--- src/rtl/gpio_pad_defines.vh ---
// Constants for the per-pin pad logic: register offsets, field positions,
// reset values and mode codes.
// Assumes inclusion by bare name from the design file only.
`ifndef GPIO_PAD_DEFINES_VH
`define GPIO_PAD_DEFINES_VH

// ****************************************************************
// Register byte offsets
// ****************************************************************
`define GP_OFS_CTRL 4'h0
`define GP_OFS_STATUS 4'h4

// ****************************************************************
// Control field positions
// ****************************************************************
`define GP_MODE_LSB 0
`define GP_MODE_MSB 2
`define GP_IN_REG 3
`define GP_IN_NEG 4
`define GP_OUT_REG 5
`define GP_OUT_NEG 6
`define GP_OUT_INV 7
`define GP_DUAL_IN 8
`define GP_DUAL_OUT 9
`define GP_RESYNC 10
`define GP_BYPASS 11
`define GP_PULL_DOWN 12
`define GP_DIFF_PIN 13
`define GP_CTRL_BITS 14
`define GP_CTRL_RESET 14'h0000

// ****************************************************************
// Mode codes
// ****************************************************************
`define GP_MODE_UNUSED 3'h0
`define GP_MODE_INPUT 3'h1
`define GP_MODE_OUTPUT 3'h2
`define GP_MODE_BIDIR 3'h3
`define GP_MODE_CLKOUT 3'h4

// ****************************************************************
// Status field positions
// ****************************************************************
`define GP_ST_PAD 0
`define GP_ST_RISE 1
`define GP_ST_FALL 2
`define GP_ST_DRIVE 3
`define GP_ST_CONFIG 4

`endif

--- src/rtl/gpio_pad_io_logic.v ---
// Per-pin general-purpose I/O logic between core fabric and one pad.
// Assumes a classic Wishbone master on clk_i, core-side data on clk_i,
// and pad, capture/launch clocks and clock-tree inputs arriving
// asynchronously; all of those are synchronised before use.
//
// Contract
// - Input mode enables receive only; pad reaches core direct or via capture register.
// - Registered receive path is clocked by capture clock, selectable edge.
// - Bypass input forwards the pad unregistered to the alternate function.
// - Bypass input drives another interface block without passing to the core.
// - Dual-edge input samples pad on both capture clock edges into two bits, except on differential pins.
// - Output mode enables transmit only; core data drives pad direct or registered.
// - Registered transmit path is clocked by launch clock, selectable edge.
// - Option inverts output register value, in output and bidirectional modes.
// - Dual-edge output captures on both launch edges and, except on differential pins, muxes onto the pad.
// - Bidirectional mode enables receive, transmit and drive-enable paths.
// - Bidirectional registers: capture clock for input, launch clock for output and enable.
// - Bidirectional receive and transmit registering chosen independently.
// - Clock output mode drives the core clock tree straight onto the pad.
// - During configuration ordinary pins hold a weak pull-up.
// - Differential pins used single-ended float during configuration, no pulls.
// - Unused pins float with weak pull-up by default, pull-down selectable except on differential pins.
// - Dual-edge input: first bit rising sample, second bit falling sample.
// - Resync mode delays falling sample half a cycle; both bits change on rise.
`include "gpio_pad_defines.vh"

module gpio_pad_io_logic (
  input wire clk_i,
  input wire rst_i,
  // Wishbone classic slave
  input wire cyc_i,
  input wire stb_i,
  input wire we_i,
  input wire [3:0] adr_i,
  input wire [3:0] sel_i,
  input wire [31:0] dat_i,
  output reg [31:0] dat_o,
  output reg ack_o,
  // Device configuration in progress
  input wire config_active_i,
  // Core-side clocks, asynchronous to clk_i
  input wire capture_clock_i,
  input wire launch_clock_i,
  input wire clock_tree_i,
  // Core fabric data, on clk_i
  input wire rise_drive_bit_i,
  input wire fall_drive_bit_i,
  input wire drive_enable_i,
  output reg rise_sample_bit_o,
  output reg fall_sample_bit_o,
  // Alternate function of the pad, bypassing the core
  output reg bypass_input_o,
  // Pad buffer
  input wire pad_i,
  output reg pad_o,
  output reg pad_oe_o,
  output reg pull_up_o,
  output reg pull_down_o
);

  // ****************************************************************
  // Helpers
  // ****************************************************************
  function edge_hit;
    input neg;
    input rise;
    input fall;
    begin
      edge_hit = neg ? fall : rise;
    end
  endfunction

  function mode_is;
    input [2:0] m;
    input [2:0] code;
    begin
      mode_is = (m == code);
    end
  endfunction

  function apply_inv;
    input d;
    input inv;
    begin
      apply_inv = d ^ inv;
    end
  endfunction

  // ****************************************************************
  // Control register and bus slave
  // ****************************************************************
  reg [`GP_CTRL_BITS-1:0] ctrl;
  // Pad level after the two-flop synchroniser; also read back through status
  reg pad_s1, pad_s2;
  wire bus_req = cyc_i & stb_i & ~ack_o;
  // Writes land on the edge at which the master sees ack, never one edge early
  wire bus_done = cyc_i & stb_i & ack_o;
  wire hit_ctrl = (adr_i == `GP_OFS_CTRL);
  wire hit_status = (adr_i == `GP_OFS_STATUS);

  wire [2:0] mode = ctrl[`GP_MODE_MSB:`GP_MODE_LSB];
  wire in_reg = ctrl[`GP_IN_REG];
  wire in_neg = ctrl[`GP_IN_NEG];
  wire out_reg = ctrl[`GP_OUT_REG];
  wire out_neg = ctrl[`GP_OUT_NEG];
  wire out_inv = ctrl[`GP_OUT_INV];
  wire diff_pin = ctrl[`GP_DIFF_PIN];
  // Differential pins used single-ended have no dual-edge registers
  wire dual_in = ctrl[`GP_DUAL_IN] & ~diff_pin;
  wire dual_out = ctrl[`GP_DUAL_OUT] & ~diff_pin;
  wire resync = ctrl[`GP_RESYNC];
  wire bypass = ctrl[`GP_BYPASS];
  wire pull_down_sel = ctrl[`GP_PULL_DOWN];

  wire mode_in = mode_is(mode, `GP_MODE_INPUT);
  wire mode_out = mode_is(mode, `GP_MODE_OUTPUT);
  wire mode_bidir = mode_is(mode, `GP_MODE_BIDIR);
  wire mode_clk = mode_is(mode, `GP_MODE_CLKOUT);
  wire rx_on = (mode_in & ~bypass) | mode_bidir;
  wire tx_on = mode_out | mode_bidir;

  always @(posedge clk_i) begin
    if (rst_i) begin
      ctrl <= `GP_CTRL_RESET;
    end else if (bus_done & we_i & hit_ctrl) begin
      if (sel_i[0]) begin
        ctrl[7:0] <= dat_i[7:0];
      end
      if (sel_i[1]) begin
        ctrl[`GP_CTRL_BITS-1:8] <= dat_i[`GP_CTRL_BITS-1:8];
      end
    end
  end

  // One wait state; ack falls the cycle after it is given
  always @(posedge clk_i) begin
    if (rst_i) begin
      ack_o <= 1'b0;
    end else begin
      ack_o <= bus_req;
    end
  end

  reg [31:0] next_dat;
  always @* begin
    next_dat = 32'h00000000;
    if (hit_ctrl) begin
      next_dat[`GP_CTRL_BITS-1:0] = ctrl;
    end else if (hit_status) begin
      next_dat[`GP_ST_PAD] = pad_s2;
      next_dat[`GP_ST_RISE] = rise_sample_bit_o;
      next_dat[`GP_ST_FALL] = fall_sample_bit_o;
      next_dat[`GP_ST_DRIVE] = pad_oe_o;
      next_dat[`GP_ST_CONFIG] = config_active_i;
    end
  end

  always @(posedge clk_i) begin
    if (rst_i) begin
      dat_o <= 32'h00000000;
    end else if (bus_req & ~we_i) begin
      dat_o <= next_dat;
    end
  end

  // ****************************************************************
  // Synchronisers and clock edge detection
  // ****************************************************************
  reg cap_s1, cap_s2, cap_s3;
  reg lau_s1, lau_s2, lau_s3;
  reg tree_s1, tree_s2;

  always @(posedge clk_i) begin
    if (rst_i) begin
      pad_s1 <= 1'b0;
      pad_s2 <= 1'b0;
      // Preload from the pin so a clock idling high shows no false edge after reset
      cap_s1 <= capture_clock_i;
      cap_s2 <= cap_s1;
      cap_s3 <= cap_s2;
      lau_s1 <= launch_clock_i;
      lau_s2 <= lau_s1;
      lau_s3 <= lau_s2;
      tree_s1 <= 1'b0;
      tree_s2 <= 1'b0;
    end else begin
      pad_s1 <= pad_i;
      pad_s2 <= pad_s1;
      cap_s1 <= capture_clock_i;
      cap_s2 <= cap_s1;
      cap_s3 <= cap_s2;
      lau_s1 <= launch_clock_i;
      lau_s2 <= lau_s1;
      lau_s3 <= lau_s2;
      tree_s1 <= clock_tree_i;
      tree_s2 <= tree_s1;
    end
  end

  wire cap_rise = cap_s2 & ~cap_s3;
  wire cap_fall = ~cap_s2 & cap_s3;
  wire lau_rise = lau_s2 & ~lau_s3;
  wire lau_fall = ~lau_s2 & lau_s3;
  wire cap_edge = edge_hit(in_neg, cap_rise, cap_fall);
  wire lau_edge = edge_hit(out_neg, lau_rise, lau_fall);

  // ****************************************************************
  // Receive path
  // ****************************************************************
  // Leaving a receive mode clears the samples so the core never sees stale data
  reg fall_hold;

  always @(posedge clk_i) begin
    if (rst_i) begin
      rise_sample_bit_o <= 1'b0;
      fall_sample_bit_o <= 1'b0;
      fall_hold <= 1'b0;
    end else if (!rx_on) begin
      rise_sample_bit_o <= 1'b0;
      fall_sample_bit_o <= 1'b0;
      fall_hold <= 1'b0;
    end else if (dual_in) begin
      if (cap_fall) begin
        fall_hold <= pad_s2;
      end
      if (cap_rise) begin
        rise_sample_bit_o <= pad_s2;
        if (resync) begin
          fall_sample_bit_o <= fall_hold;
        end
      end
      if (cap_fall && !resync) begin
        fall_sample_bit_o <= pad_s2;
      end
    end else if (in_reg) begin
      if (cap_edge) begin
        rise_sample_bit_o <= pad_s2;
      end
    end else begin
      rise_sample_bit_o <= pad_s2;
    end
  end

  // Only the synchroniser and one output flop lie on this path; it never reaches the core
  always @(posedge clk_i) begin
    if (rst_i) begin
      bypass_input_o <= 1'b0;
    end else begin
      bypass_input_o <= mode_in & bypass & pad_s2;
    end
  end

  // ****************************************************************
  // Transmit and drive-enable path
  // ****************************************************************
  reg out_q, rise_q, fall_q, oe_q;

  always @(posedge clk_i) begin
    if (rst_i) begin
      out_q <= 1'b0;
      oe_q <= 1'b0;
      rise_q <= 1'b0;
      fall_q <= 1'b0;
    end else begin
      if (lau_edge) begin
        out_q <= rise_drive_bit_i;
        oe_q <= drive_enable_i;
      end
      if (lau_rise) begin
        rise_q <= rise_drive_bit_i;
      end
      if (lau_fall) begin
        fall_q <= fall_drive_bit_i;
      end
    end
  end

  reg next_data;
  reg next_oe;
  always @* begin
    next_data = 1'b0;
    next_oe = 1'b0;
    if (mode_clk) begin
      next_data = tree_s2;
      next_oe = 1'b1;
    end else if (tx_on) begin
      if (dual_out) begin
        // Select on the delayed phase so the word captured on this edge is the one shown
        next_data = apply_inv(lau_s3 ? rise_q : fall_q, out_inv);
      end else if (out_reg) begin
        next_data = apply_inv(out_q, out_inv);
      end else begin
        next_data = rise_drive_bit_i;
      end
      if (mode_out) begin
        next_oe = 1'b1;
      end else if (out_reg) begin
        next_oe = oe_q;
      end else begin
        next_oe = drive_enable_i;
      end
    end
    // Configuration overrides every mode: the pin never drives before user mode
    if (config_active_i) begin
      next_oe = 1'b0;
    end
  end

  // ****************************************************************
  // Pad buffer and weak pulls
  // ****************************************************************
  reg next_up;
  reg next_down;
  always @* begin
    next_up = 1'b0;
    next_down = 1'b0;
    if (config_active_i) begin
      next_up = ~diff_pin;
    end else if (!next_oe) begin
      // Pad released; no pull-down exists on differential pins
      next_up = ~pull_down_sel;
      next_down = pull_down_sel & ~diff_pin;
    end
  end

  always @(posedge clk_i) begin
    if (rst_i) begin
      pad_o <= 1'b0;
      pad_oe_o <= 1'b0;
      pull_up_o <= 1'b1;
      pull_down_o <= 1'b0;
    end else begin
      pad_o <= next_data;
      pad_oe_o <= next_oe;
      pull_up_o <= next_up;
      pull_down_o <= next_down;
    end
  end

endmodule // gpio_pad_io_logic

--- config.mk ---
export PLATFORM = sky130hd
export DESIGN_NAME = gpio_pad_io_logic
export DESIGN_NICKNAME = d
export VERILOG_FILES = /design/src/rtl/gpio_pad_io_logic.v
export VERILOG_INCLUDE_DIRS = /design/src /design/src/rtl
export SDC_FILE = /design/constraint.sdc
export NUM_CORES = 1
export LEC_CHECK = 0
export BUFFER_PORTS_ARGS = -buffer_cell sky130_fd_sc_hd__buf_4
export CAP_MARGIN = 20
export CORE_MARGIN = 5
export CORE_UTILIZATION = 52
export CTS_BUF_LIST = sky130_fd_sc_hd__clkbuf_8
export DETAILED_ROUTE_END_ITERATION = 10
export PLACE_DENSITY = 0.84
export SYNTH_ARGS = -nofsm -noshare
export SYNTH_HDL_FRONTEND = slang
export SYNTH_SLANG_ARGS = --single-unit
--- constraint.sdc ---
create_clock -name clk_i -period 4.3 [get_ports clk_i]
set_clock_uncertainty 0.1 [all_clocks]
set_input_delay 0.43 -clock clk_i [delete_from_list [all_inputs] [get_ports clk_i]]
set_output_delay 0.43 -clock clk_i [all_outputs]
set_load 0.01 [all_outputs]
# Word-level counts from Yosys, hierarchy flattened
# Index checks and enable logic that the tools add are counted.
[word_totals] regBits=51 word_cells=99 input_bits=53
[classes] muxes=24 eq_ne=7 n_reduce_logical=12 n_bitwise=30
[ops] operator="1-bit 2-to-1 mux" n=21
[ops] operator="1-bit AND" n=16
[ops] operator="5-bit 2-to-1 mux" n=2
[ops] operator="1-bit NOT" n=10
[ops] operator="9-bit 2-to-1 mux" n=1
[ops] operator="2-bit AND reduction" n=4
[ops] operator="3-bit by 2-bit == test with 1-bit output, second input constant" n=2
[ops] operator="4-bit by 3-bit == test with 1-bit output, second input constant" n=1
[ops] operator="4-bit logical NOT" n=1
[ops] operator="2-bit nonzero test" n=2
[ops] operator="3-bit by 1-bit == test with 1-bit output, second input constant" n=1
[ops] operator="3-bit == test, second input constant" n=1
[ops] operator="3-bit by 1-bit inequality test with 1-bit output, second input constant" n=1
[ops] operator="3-bit AND reduction" n=1
[ops] operator="3-bit OR reduction" n=1
[ops] operator="2-bit by 1-bit inequality test with 1-bit output, second input constant" n=1
[ops] operator="1-bit OR" n=2
[ops] operator="2-bit OR reduction" n=1
[ops] operator="1-bit bitwise XOR" n=2
[ops] operator="1-bit logical AND" n=1
[ops] operator="1-bit logical NOT" n=1

# Logic depth before layout (Yosys ltp)
# Gate-level depths: netlist of run 1.
[logic_depth] depth_word=7 mapped_depth=5 mapped_depth_nobuf=4

# Worst setup path after synthesis of run 1
# No wires, ideal clock.
[synth_path] path_kind="input port to flip-flop" from="in adr_i[2]" to="reg ctrl[7]" required_ps=4072 slack_ps=2674 path_stages=5 arrival_time_ps=1398 cell_sequence="buf_4 -> nor4_4 -> nand3_2 -> mux2i_1 -> nor2_1"
[synth_between] elab_chain_len=3
[synth_rtl] item="start: declaration" line_no="gpio_pad_io_logic.v:34" rtl="input wire [3:0] adr_i,"
[synth_rtl] item="4-bit logical NOT (no source line)"
[synth_rtl] item="1-bit AND" line_no="gpio_pad_io_logic.v:125" rtl="end else if (bus_done & we_i & hit_ctrl) begin"
[synth_rtl] item="2-bit AND reduction (no source line)"
[synth_rtl] item="end signal: assignment" line_no="gpio_pad_io_logic.v:124" rtl="ctrl <= `GP_CTRL_RESET;"
[synth_rtl] item="end signal: assignment" line_no="gpio_pad_io_logic.v:127" rtl="ctrl[7:0] <= dat_i[7:0];"
[synth_rtl] item="end signal: indexed assignment" line_no="gpio_pad_io_logic.v:130" rtl="ctrl[`GP_CTRL_BITS-1:8] <= dat_i[`GP_CTRL_BITS-1:8];"
[synth_rtl] item="end: declaration" line_no="gpio_pad_io_logic.v:92" rtl="reg [`GP_CTRL_BITS-1:0] ctrl;"
# Every way passes these cells.
# A chain may end at the register's enable or synchronous reset.

# Worst setup path in the final report of run 1
[layout_path] from="in adr_i[3]" to="reg dat_o[11]"
[layout_between] elab_chain_len=2
[layout_rtl] item="4-bit logical NOT (no source line)"
[layout_rtl] item="9-bit 2-to-1 mux" line_no="gpio_pad_io_logic.v:147" rtl="if (hit_ctrl) begin"
[layout_rtl] item="end signal: assignment" line_no="gpio_pad_io_logic.v:162" rtl="dat_o <= next_dat;"
[layout_rtl] item="end: declaration" line_no="gpio_pad_io_logic.v:37" rtl="output reg [31:0] dat_o,"
# Every way passes these cells.

==> results of run 1 <==
## synthesized netlist by cell type (2+ instances only)
| library cell | n | area [sq um] |
|---|---|---|
| a21oi_1 | 8 | 40.0 |
| a22oi_1 | 8 | 60.1 |
| a22oi_2 | 2 | 25.0 |
| and4_1 | 2 | 17.5 |
| buf_4 | 19 | 143 |
| clkbuf_1 | 6 | 22.5 |
| dfxtp_1 | 51 | 1020 |
| mux2i_1 | 29 | 290 |
| nand2_1 | 4 | 15.0 |
| nand2b_1 | 3 | 18.8 |
| nand3_1 | 4 | 20.0 |
| nand3_2 | 2 | 20.0 |
| nand3b_1 | 2 | 15.0 |
| nor2_1 | 37 | 139 |
| nor2b_1 | 8 | 50.1 |
| nor3_1 | 7 | 35.0 |
| nor3b_1 | 2 | 15.0 |
| xnor2_1 | 2 | 17.5 |
## area by class of cell
type	instances	area, sq um	share of cell area
clock inverters	2	16.3	0.00636
clock buffers	6	82.6	0.0323
repair buffers	55	413	0.162
flip-flops and latches	51	1020	0.399
multi-input cells	149	957	0.374
well taps	50	62.6	0.0245
inverters	1	3.75	0.00147
## power by group
group	total [W]	switching (W)	internal (W)
Clock	0.000287	0.000156	0.000131
Sequential	0.000484	0.00000419	0.000479
Combinational	0.0000600	0.0000306	0.0000294
Total	0.000831	0.000191	0.000640
## cell families after synthesis
family	share of synthesized area
mux	0.139
other cells	0.00179
flops	0.488
buf+inv	0.0855
xor+xnor	0.00837
simple gates	0.200
compound gates	0.0777
## worst min path at each step
stage	endpoint	slack (ns)	cells past startpoint
6_report	lau_s1	0.12	1
5_1_grt	lau_s1	0.11	1
4_1_cts	lau_s1	0.11	1
3_5_place_dp	cap_s2	0.21	0
3_3_place_gp	lau_s2	0.21	0
2_1_floorplan	cap_s2	0.21	0
## metrics by stage
step / hold WS (ns) / cell area (sq um) / power [W] / setup WS (ns)
CTS: 0.113 / 2560 / 0.000839 / 2.73
detailed placement: 0.212 / 2460 / 0.000554 / 2.42
finish: 0.118 / 2560 / 0.000831 / 2.75
floorplan: 0.210 / 2160 / 0.000537 / 2.67
global route: 0.106 / 2560 / 0.000866 / 2.63
global placement: 0.211 / 2460 / 0.000553 / 2.45
## per-layer routing
| metal | up-vias | GRT usage | part of all wire |
|---|---|---|---|
| met4 | 0 | 0.0664 | 0.019 |
| met1 | 733 | 0.187 | 0.40 |
| met5 | - | 0 | 0 |
| met3 | 6 | 0.0410 | 0.081 |
| met2 | 51 | 0.271 | 0.50 |
| li1 | 793 | - | - |
==> summary.txt, run 1 <==
STA
  – Unrepaired setup endpoints after global routing: no
  – Tmin final: 1.55 ns
  – Fmax: 0.647 GHz
  – Final TNS setup: 0 ns
  – Pins Over Slew Limit: 0
  – Final Hold Viols: 0
  – Setup violations, final: 0
  – Fin crit share: 0.360

Clock network
  – H-tree lvl count: 2
  – Clk_lat worst skew: 0.31 ns
  – Cts hold-fix bufs: 0
  – Clock sinks: 51
  – Post-CTS Setup Bufs: 0
  – Post-CTS sizing: 0
  – CTS max path bufs: 2
  – Root buf cell: clkbuf_8
  – CTS buffer count: 5
  – CTS tree: built
  – Clock transition at the registers of the reported paths: 0.09 ns

Floorplan
  – # rows: 23
  – Die Span X: 73.4 um
  – Starting Density: 0.531
  – Core Region: 3940 sq um
  – Die Height: 73.4 um
  – DIE AREA: 5390 sq um
  – Io pins: 93

Hold path
  – Min-delay worst type: input port to flip-flop
  – Hold path start: launch_clock_i

Placed design
  – DP HPWL: 3080 um
  – # port buffers: 54
  – GP Congestion: 0.776
  – Cell count after placement: 306

Flow run
  – Max cap viols: 0

Logic synthesis
  – Post-synth ARST share: 0
  – Yosys warning count: 0
  – Cells after Synth: 211
  – Top_reg_cell synth: dfxtp_1
  – Syn avg cell area: 9.92 sq um
  – Distinct cells, synth: 33
  – Cell Area, Synth: 2090 sq um
  – Register bit total from synthesis: 51
  – Sequential area share after synthesis: 0.488
  – Post-synth EDFFs: 0

Cells and area
  – Commonest non-fill, non-tap cell in the layout: buf_4
  – Area Overhead vs Synth: 22.1%
  – Final Net Count: 316
  – Fillers: 342
  – Layout Utilization: 0.648
  – Finished Layout Cells: 314
  – Ratio of cells with drive above 1 in the final layout: 0.265
  – Antenna diodes: 0
  – Leading cell types in the layout, fill and taps excluded: buf_4 (55), dfxtp_1 (51), nor2_1 (37)
  – Largest registers: ctrl (14), dat_o (14)

Route
  – Residual DRC: 0
  – Drt pass-1 iters: 4
  – DRT iter0 DRCs: 88
  – DRT antenna net count: 0
  – Drt total wl: 4190 um
  – WL/cell: 13.3 um
  – Vias: 1583
  – Via density: 5.04

Setup path
  – Crit path largest cell delay: 0.50 ns
  – CP max stage cell: or3_1
  – Reg2Reg Setup Slack: 2.76 ns
  – Critical-path cell list: buf_4 > or3_1 > nor3_4 > a22oi_1 > nor2_1
  – Worst Path Required: 4.44 ns
  – Reg-to-Reg End: dat_o[11]
  – Crit path DAT: 1.69 ns
  – Worst-path fanout max: 9
  – Crit Reg-Reg Startpoint: ack_o
  – FF-to-FF path depth: 5
  – Setup crit end: dat_o[11]
  – Crit start category: input port
  – WP buf/inv: 1
  – Worst path depth: 5
  – Kind of critical path: input port to flip-flop
  – Top delay family on crit path: simple AND/OR/NAND/NOR gates
  – Critical Path Sink Type: flip-flop
  – Crit path from: adr_i[3]

GRT
  – Antenna violations before repair: 0
  – Gr ovfl total: 0
  – Wire length of the first global-routing pass: 6590 um
  – Number of global-route vias before repair: 1452
  – Largest net degree at the start of global routing: 43
  – Gr usage total: 0.158

Power
  – Peak VDD IR: 0.205 mV
  – Leak pwr: 1.16 nW
  – Pwr per Cell Area: 325 nW/um^2

Outcome
  – Status: finished, final reports clean
No activity file was read; power rests on OpenSTA's default activity.
==> run 2: changes to the inputs <==
--- a/config.mk
+++ b/config.mk
@@ -6,13 +6,14 @@
 export SDC_FILE = /design/constraint.sdc
 export NUM_CORES = 1
 export LEC_CHECK = 0
+export ABC_AREA = 1
 export BUFFER_PORTS_ARGS = -buffer_cell sky130_fd_sc_hd__buf_4
 export CAP_MARGIN = 20
 export CORE_MARGIN = 5
-export CORE_UTILIZATION = 52
+export CORE_UTILIZATION = 49
 export CTS_BUF_LIST = sky130_fd_sc_hd__clkbuf_8
 export DETAILED_ROUTE_END_ITERATION = 10
-export PLACE_DENSITY = 0.84
+export PLACE_DENSITY = 0.79
 export SYNTH_ARGS = -nofsm -noshare
 export SYNTH_HDL_FRONTEND = slang
 export SYNTH_SLANG_ARGS = --single-unit
==> constraint.sdc (replaced) <==
create_clock -name clk_i -period 1.5 [get_ports clk_i]
set_clock_uncertainty 0.1 [all_clocks]
set_input_delay 0.15 -clock clk_i [delete_from_list [all_inputs] [get_ports clk_i]]
set_output_delay 0.15 -clock clk_i [all_outputs]
set_load 0.01 [all_outputs]
==> run 2 against run 1 <==
Via count rose by 25%. Critical path depth rose by 1. Sequential share of layout area fell by 3.7 points. Non-clock buffer count rose by 17. Synthesized cell count rose by 41%. Register-to-register slack got worse by 2.6 ns. Combinational power rose to 3.8 times the previous value. First-iteration DRC count rose by 35%. Clock power rose to 2.6 times the previous value. Critical path type is now flip-flop to flip-flop. Sequential power rose to 2.9 times the previous value. Flip-flop and latch count did not move.
==> summary.txt, run 2 <==
Outcome
  – Status: finished, final reports clean

Cells and area
  – Final Net Count: 423
  – Fillers: 386
  – Leading cell types in the layout, fill and taps excluded: nand2_1 (77), buf_4 (56), dfxtp_1 (51)
  – Final Cell Area: 2820 sq um
  – Largest registers: ctrl (14), dat_o (14)
  – Commonest non-fill, non-tap cell in the layout: nand2_1
  – Ratio of cells with drive above 1 in the final layout: 0.205
  – Antenna diodes: 0
  – Area Overhead vs Synth: 28.2%

Clock network
  – CTS max path bufs: 2
  – Root buf cell: clkbuf_8
  – CTS tree: built
  – CTS buffer count: 5
  – Clock sinks: 51
  – H-tree lvl count: 2
  – Clk_lat worst skew: 0.29 ns
  – Clock transition at the registers of the reported paths: 0.09 ns

Logic synthesis
  – Register bit total from synthesis: 51
  – Post-synthesis mux area share: 0
  – Cells after Synth: 298
  – Post-synth ARST share: 0
  – Post-Synth Simple-Gate Area: 0.308
  – Distinct cells, synth: 27
  – XOR/XNOR Fraction of Synth Area: 0
  – Cell Area, Synth: 2200 sq um
  – Top_reg_cell synth: dfxtp_1
  – Synth top area cells: dfxtp_1 (46%), nand2_1 (13%), nor2_1 (6.7%), buf_4 (6.5%), a21oi_1 (5.5%)
  – Top cell type's share of synthesized area: 0.464
  – Post-synthesis adder-cell area fraction: 0
  – Sequential area share after synthesis: 0.464
  – Synth area leader: dfxtp_1
  – Cell with the most instances after synthesis: nand2_1
  – Post-synth EDFFs: 0
  – Compound-Gate Fraction of Synth Area: 0.0928
  – Syn avg cell area: 7.38 sq um
  – Largest family of logic cells by synthesized area: simple AND/OR/NAND/NOR gates
  – Yosys warning count: 0
  – Synth cell count leaders: nand2_1 (77), dfxtp_1 (51), nor2_1 (39)

Setup path
  – Crit start category: flip-flop
  – Worst-path fanout max: 16
  – Worst Path Required: 1.63 ns
  – Kind of critical path: flip-flop to flip-flop
  – Critical Path Sink Type: flip-flop
  – Crit path DAT: 1.51 ns

Route
  – Via density: 4.69
  – Drt total wl: 4830 um
  – DRT iter0 DRCs: 119
  – DRT antenna net count: 0
  – Vias: 1984
  – Drt pass-1 iters: 4
  – WL/cell: 11.4 um
  – Residual DRC: 0

Placed design
  – GP Congestion: 0.905
  – Placement-stage cell area: 2580 sq um
  – DP HPWL: 3730 um
  – # port buffers: 54

Power
  – Int Power: 0.00180 W
  – Sw Ratio: 0.234
  – NetSw: 0.000550 W
  – Logic pwr share: 0.096
  – Leak pwr: 1.34 nW
  – Power Total: 0.00235 W
  – Pwr per Cell Area: 834 nW/um^2
  – Clock power frac: 0.313
  – Peak VDD IR: 0.706 mV
  – Sequential fraction of design power: 0.591

Hold path
  – Min-delay worst type: input port to flip-flop

STA
  – Pins Over Slew Limit: 0
  – Setup violations, final: 0
  – Hold slack: 0.0250 ns
  – Fin crit share: 0.919
  – Unrepaired setup endpoints after global routing: no
  – Fmax: 0.725 GHz
  – Tmin final: 1.38 ns
  – Final TNS setup: 0 ns
  – Final Hold Viols: 0

Floorplan
  – Die Height: 77.0 um
  – DIE AREA: 5930 sq um
  – Core Region: 4350 sq um
  – Die Span X: 77.0 um
  – Io pins: 93
  – # rows: 24
  – Starting Density: 0.505

GRT
  – Largest net degree at the start of global routing: 26
  – Number of global-route vias before repair: 1856
  – Gr ovfl total: 0
  – Gr usage total: 0.165
  – Antenna violations before repair: 0
  – Wire length of the first global-routing pass: 8160 um

Flow run
  – Max cap viols: 0
==> run 2: layout make-up <==
type	instances	area, sq um	area share
clock inverter	3	12.5	0.00444
clock buffer	5	68.8	0.0244
tap	52	65.1	0.0231
multi-input combinational	208	948	0.336
sequential	51	1020	0.362
inverter	32	123	0.0435
timing repair buffer	72	581	0.206
==> run 2: cell families (layout without fill, tap and decap cells) <==
family	Yosys count	in the layout
compound gates	40	40
other cells	1	18
flops	51	51
simple gates	150	150
buf+inv	56	112
==> run 2: stage by stage <==
stage	instances	worst slack (ns)	utilization
4_1_cts	423	0.132	0.647
5_1_grt	423	0.00301	0.647
2_1_floorplan	315	0.207	-
3_5_place_dp	399	0.159	0.592
6_report	423	0.121	0.647
3_3_place_gp	399	0.172	0.592
==> run 2: routing by layer <==
metal  track usage  share of wire  vias to the layer above
met4        0.0309         0.0041                        0
met5             0              0                        -
met3        0.0515          0.079                        4
met2         0.284           0.48                       66
li1              -              -                     1044
met1         0.203           0.44                      870
==> run 2: power groups by stage <==
stage               combinational (W)  sequential [W]  clock (W)
floorplan                    0.000129         0.00142          0
global placement             0.000189         0.00142          0
detailed placement           0.000192         0.00142          0
CTS                          0.000226         0.00139   0.000758
global route                 0.000250         0.00139   0.000809
finish                       0.000225         0.00139   0.000735
==> run 2: what timing repair did <==
item / in CTS / in global routing
setup endpoints to repair: 0 / 0
endpoints found under the hold margin: 16 / 0
gates resized for setup: 0 / 0
setup buffers: 0 / 0
hold buffers: 16 / 0
==> run 2: worst paths after layout <==
kind / startpoint / endpoint / slack (ns) / cells after the start
max: ack_o / ctrl[7] / 0.12 / 6
min: config_active_i / pull_up_o / 0.02 / 3
max reg2reg: ack_o / ctrl[7] / 0.12 / 6
min reg2reg: cap_s1 / cap_s2 / 0.23 / 0
==> run 2: critical path: stages (launching register included) <==
cell,delay (ns)
dfxtp_1,0.43
nand2_1,0.12
nor2_4,0.17
nand3_4,0.21
nand2_1,0.11
nand2_1,0.05
nor2_1,0.11
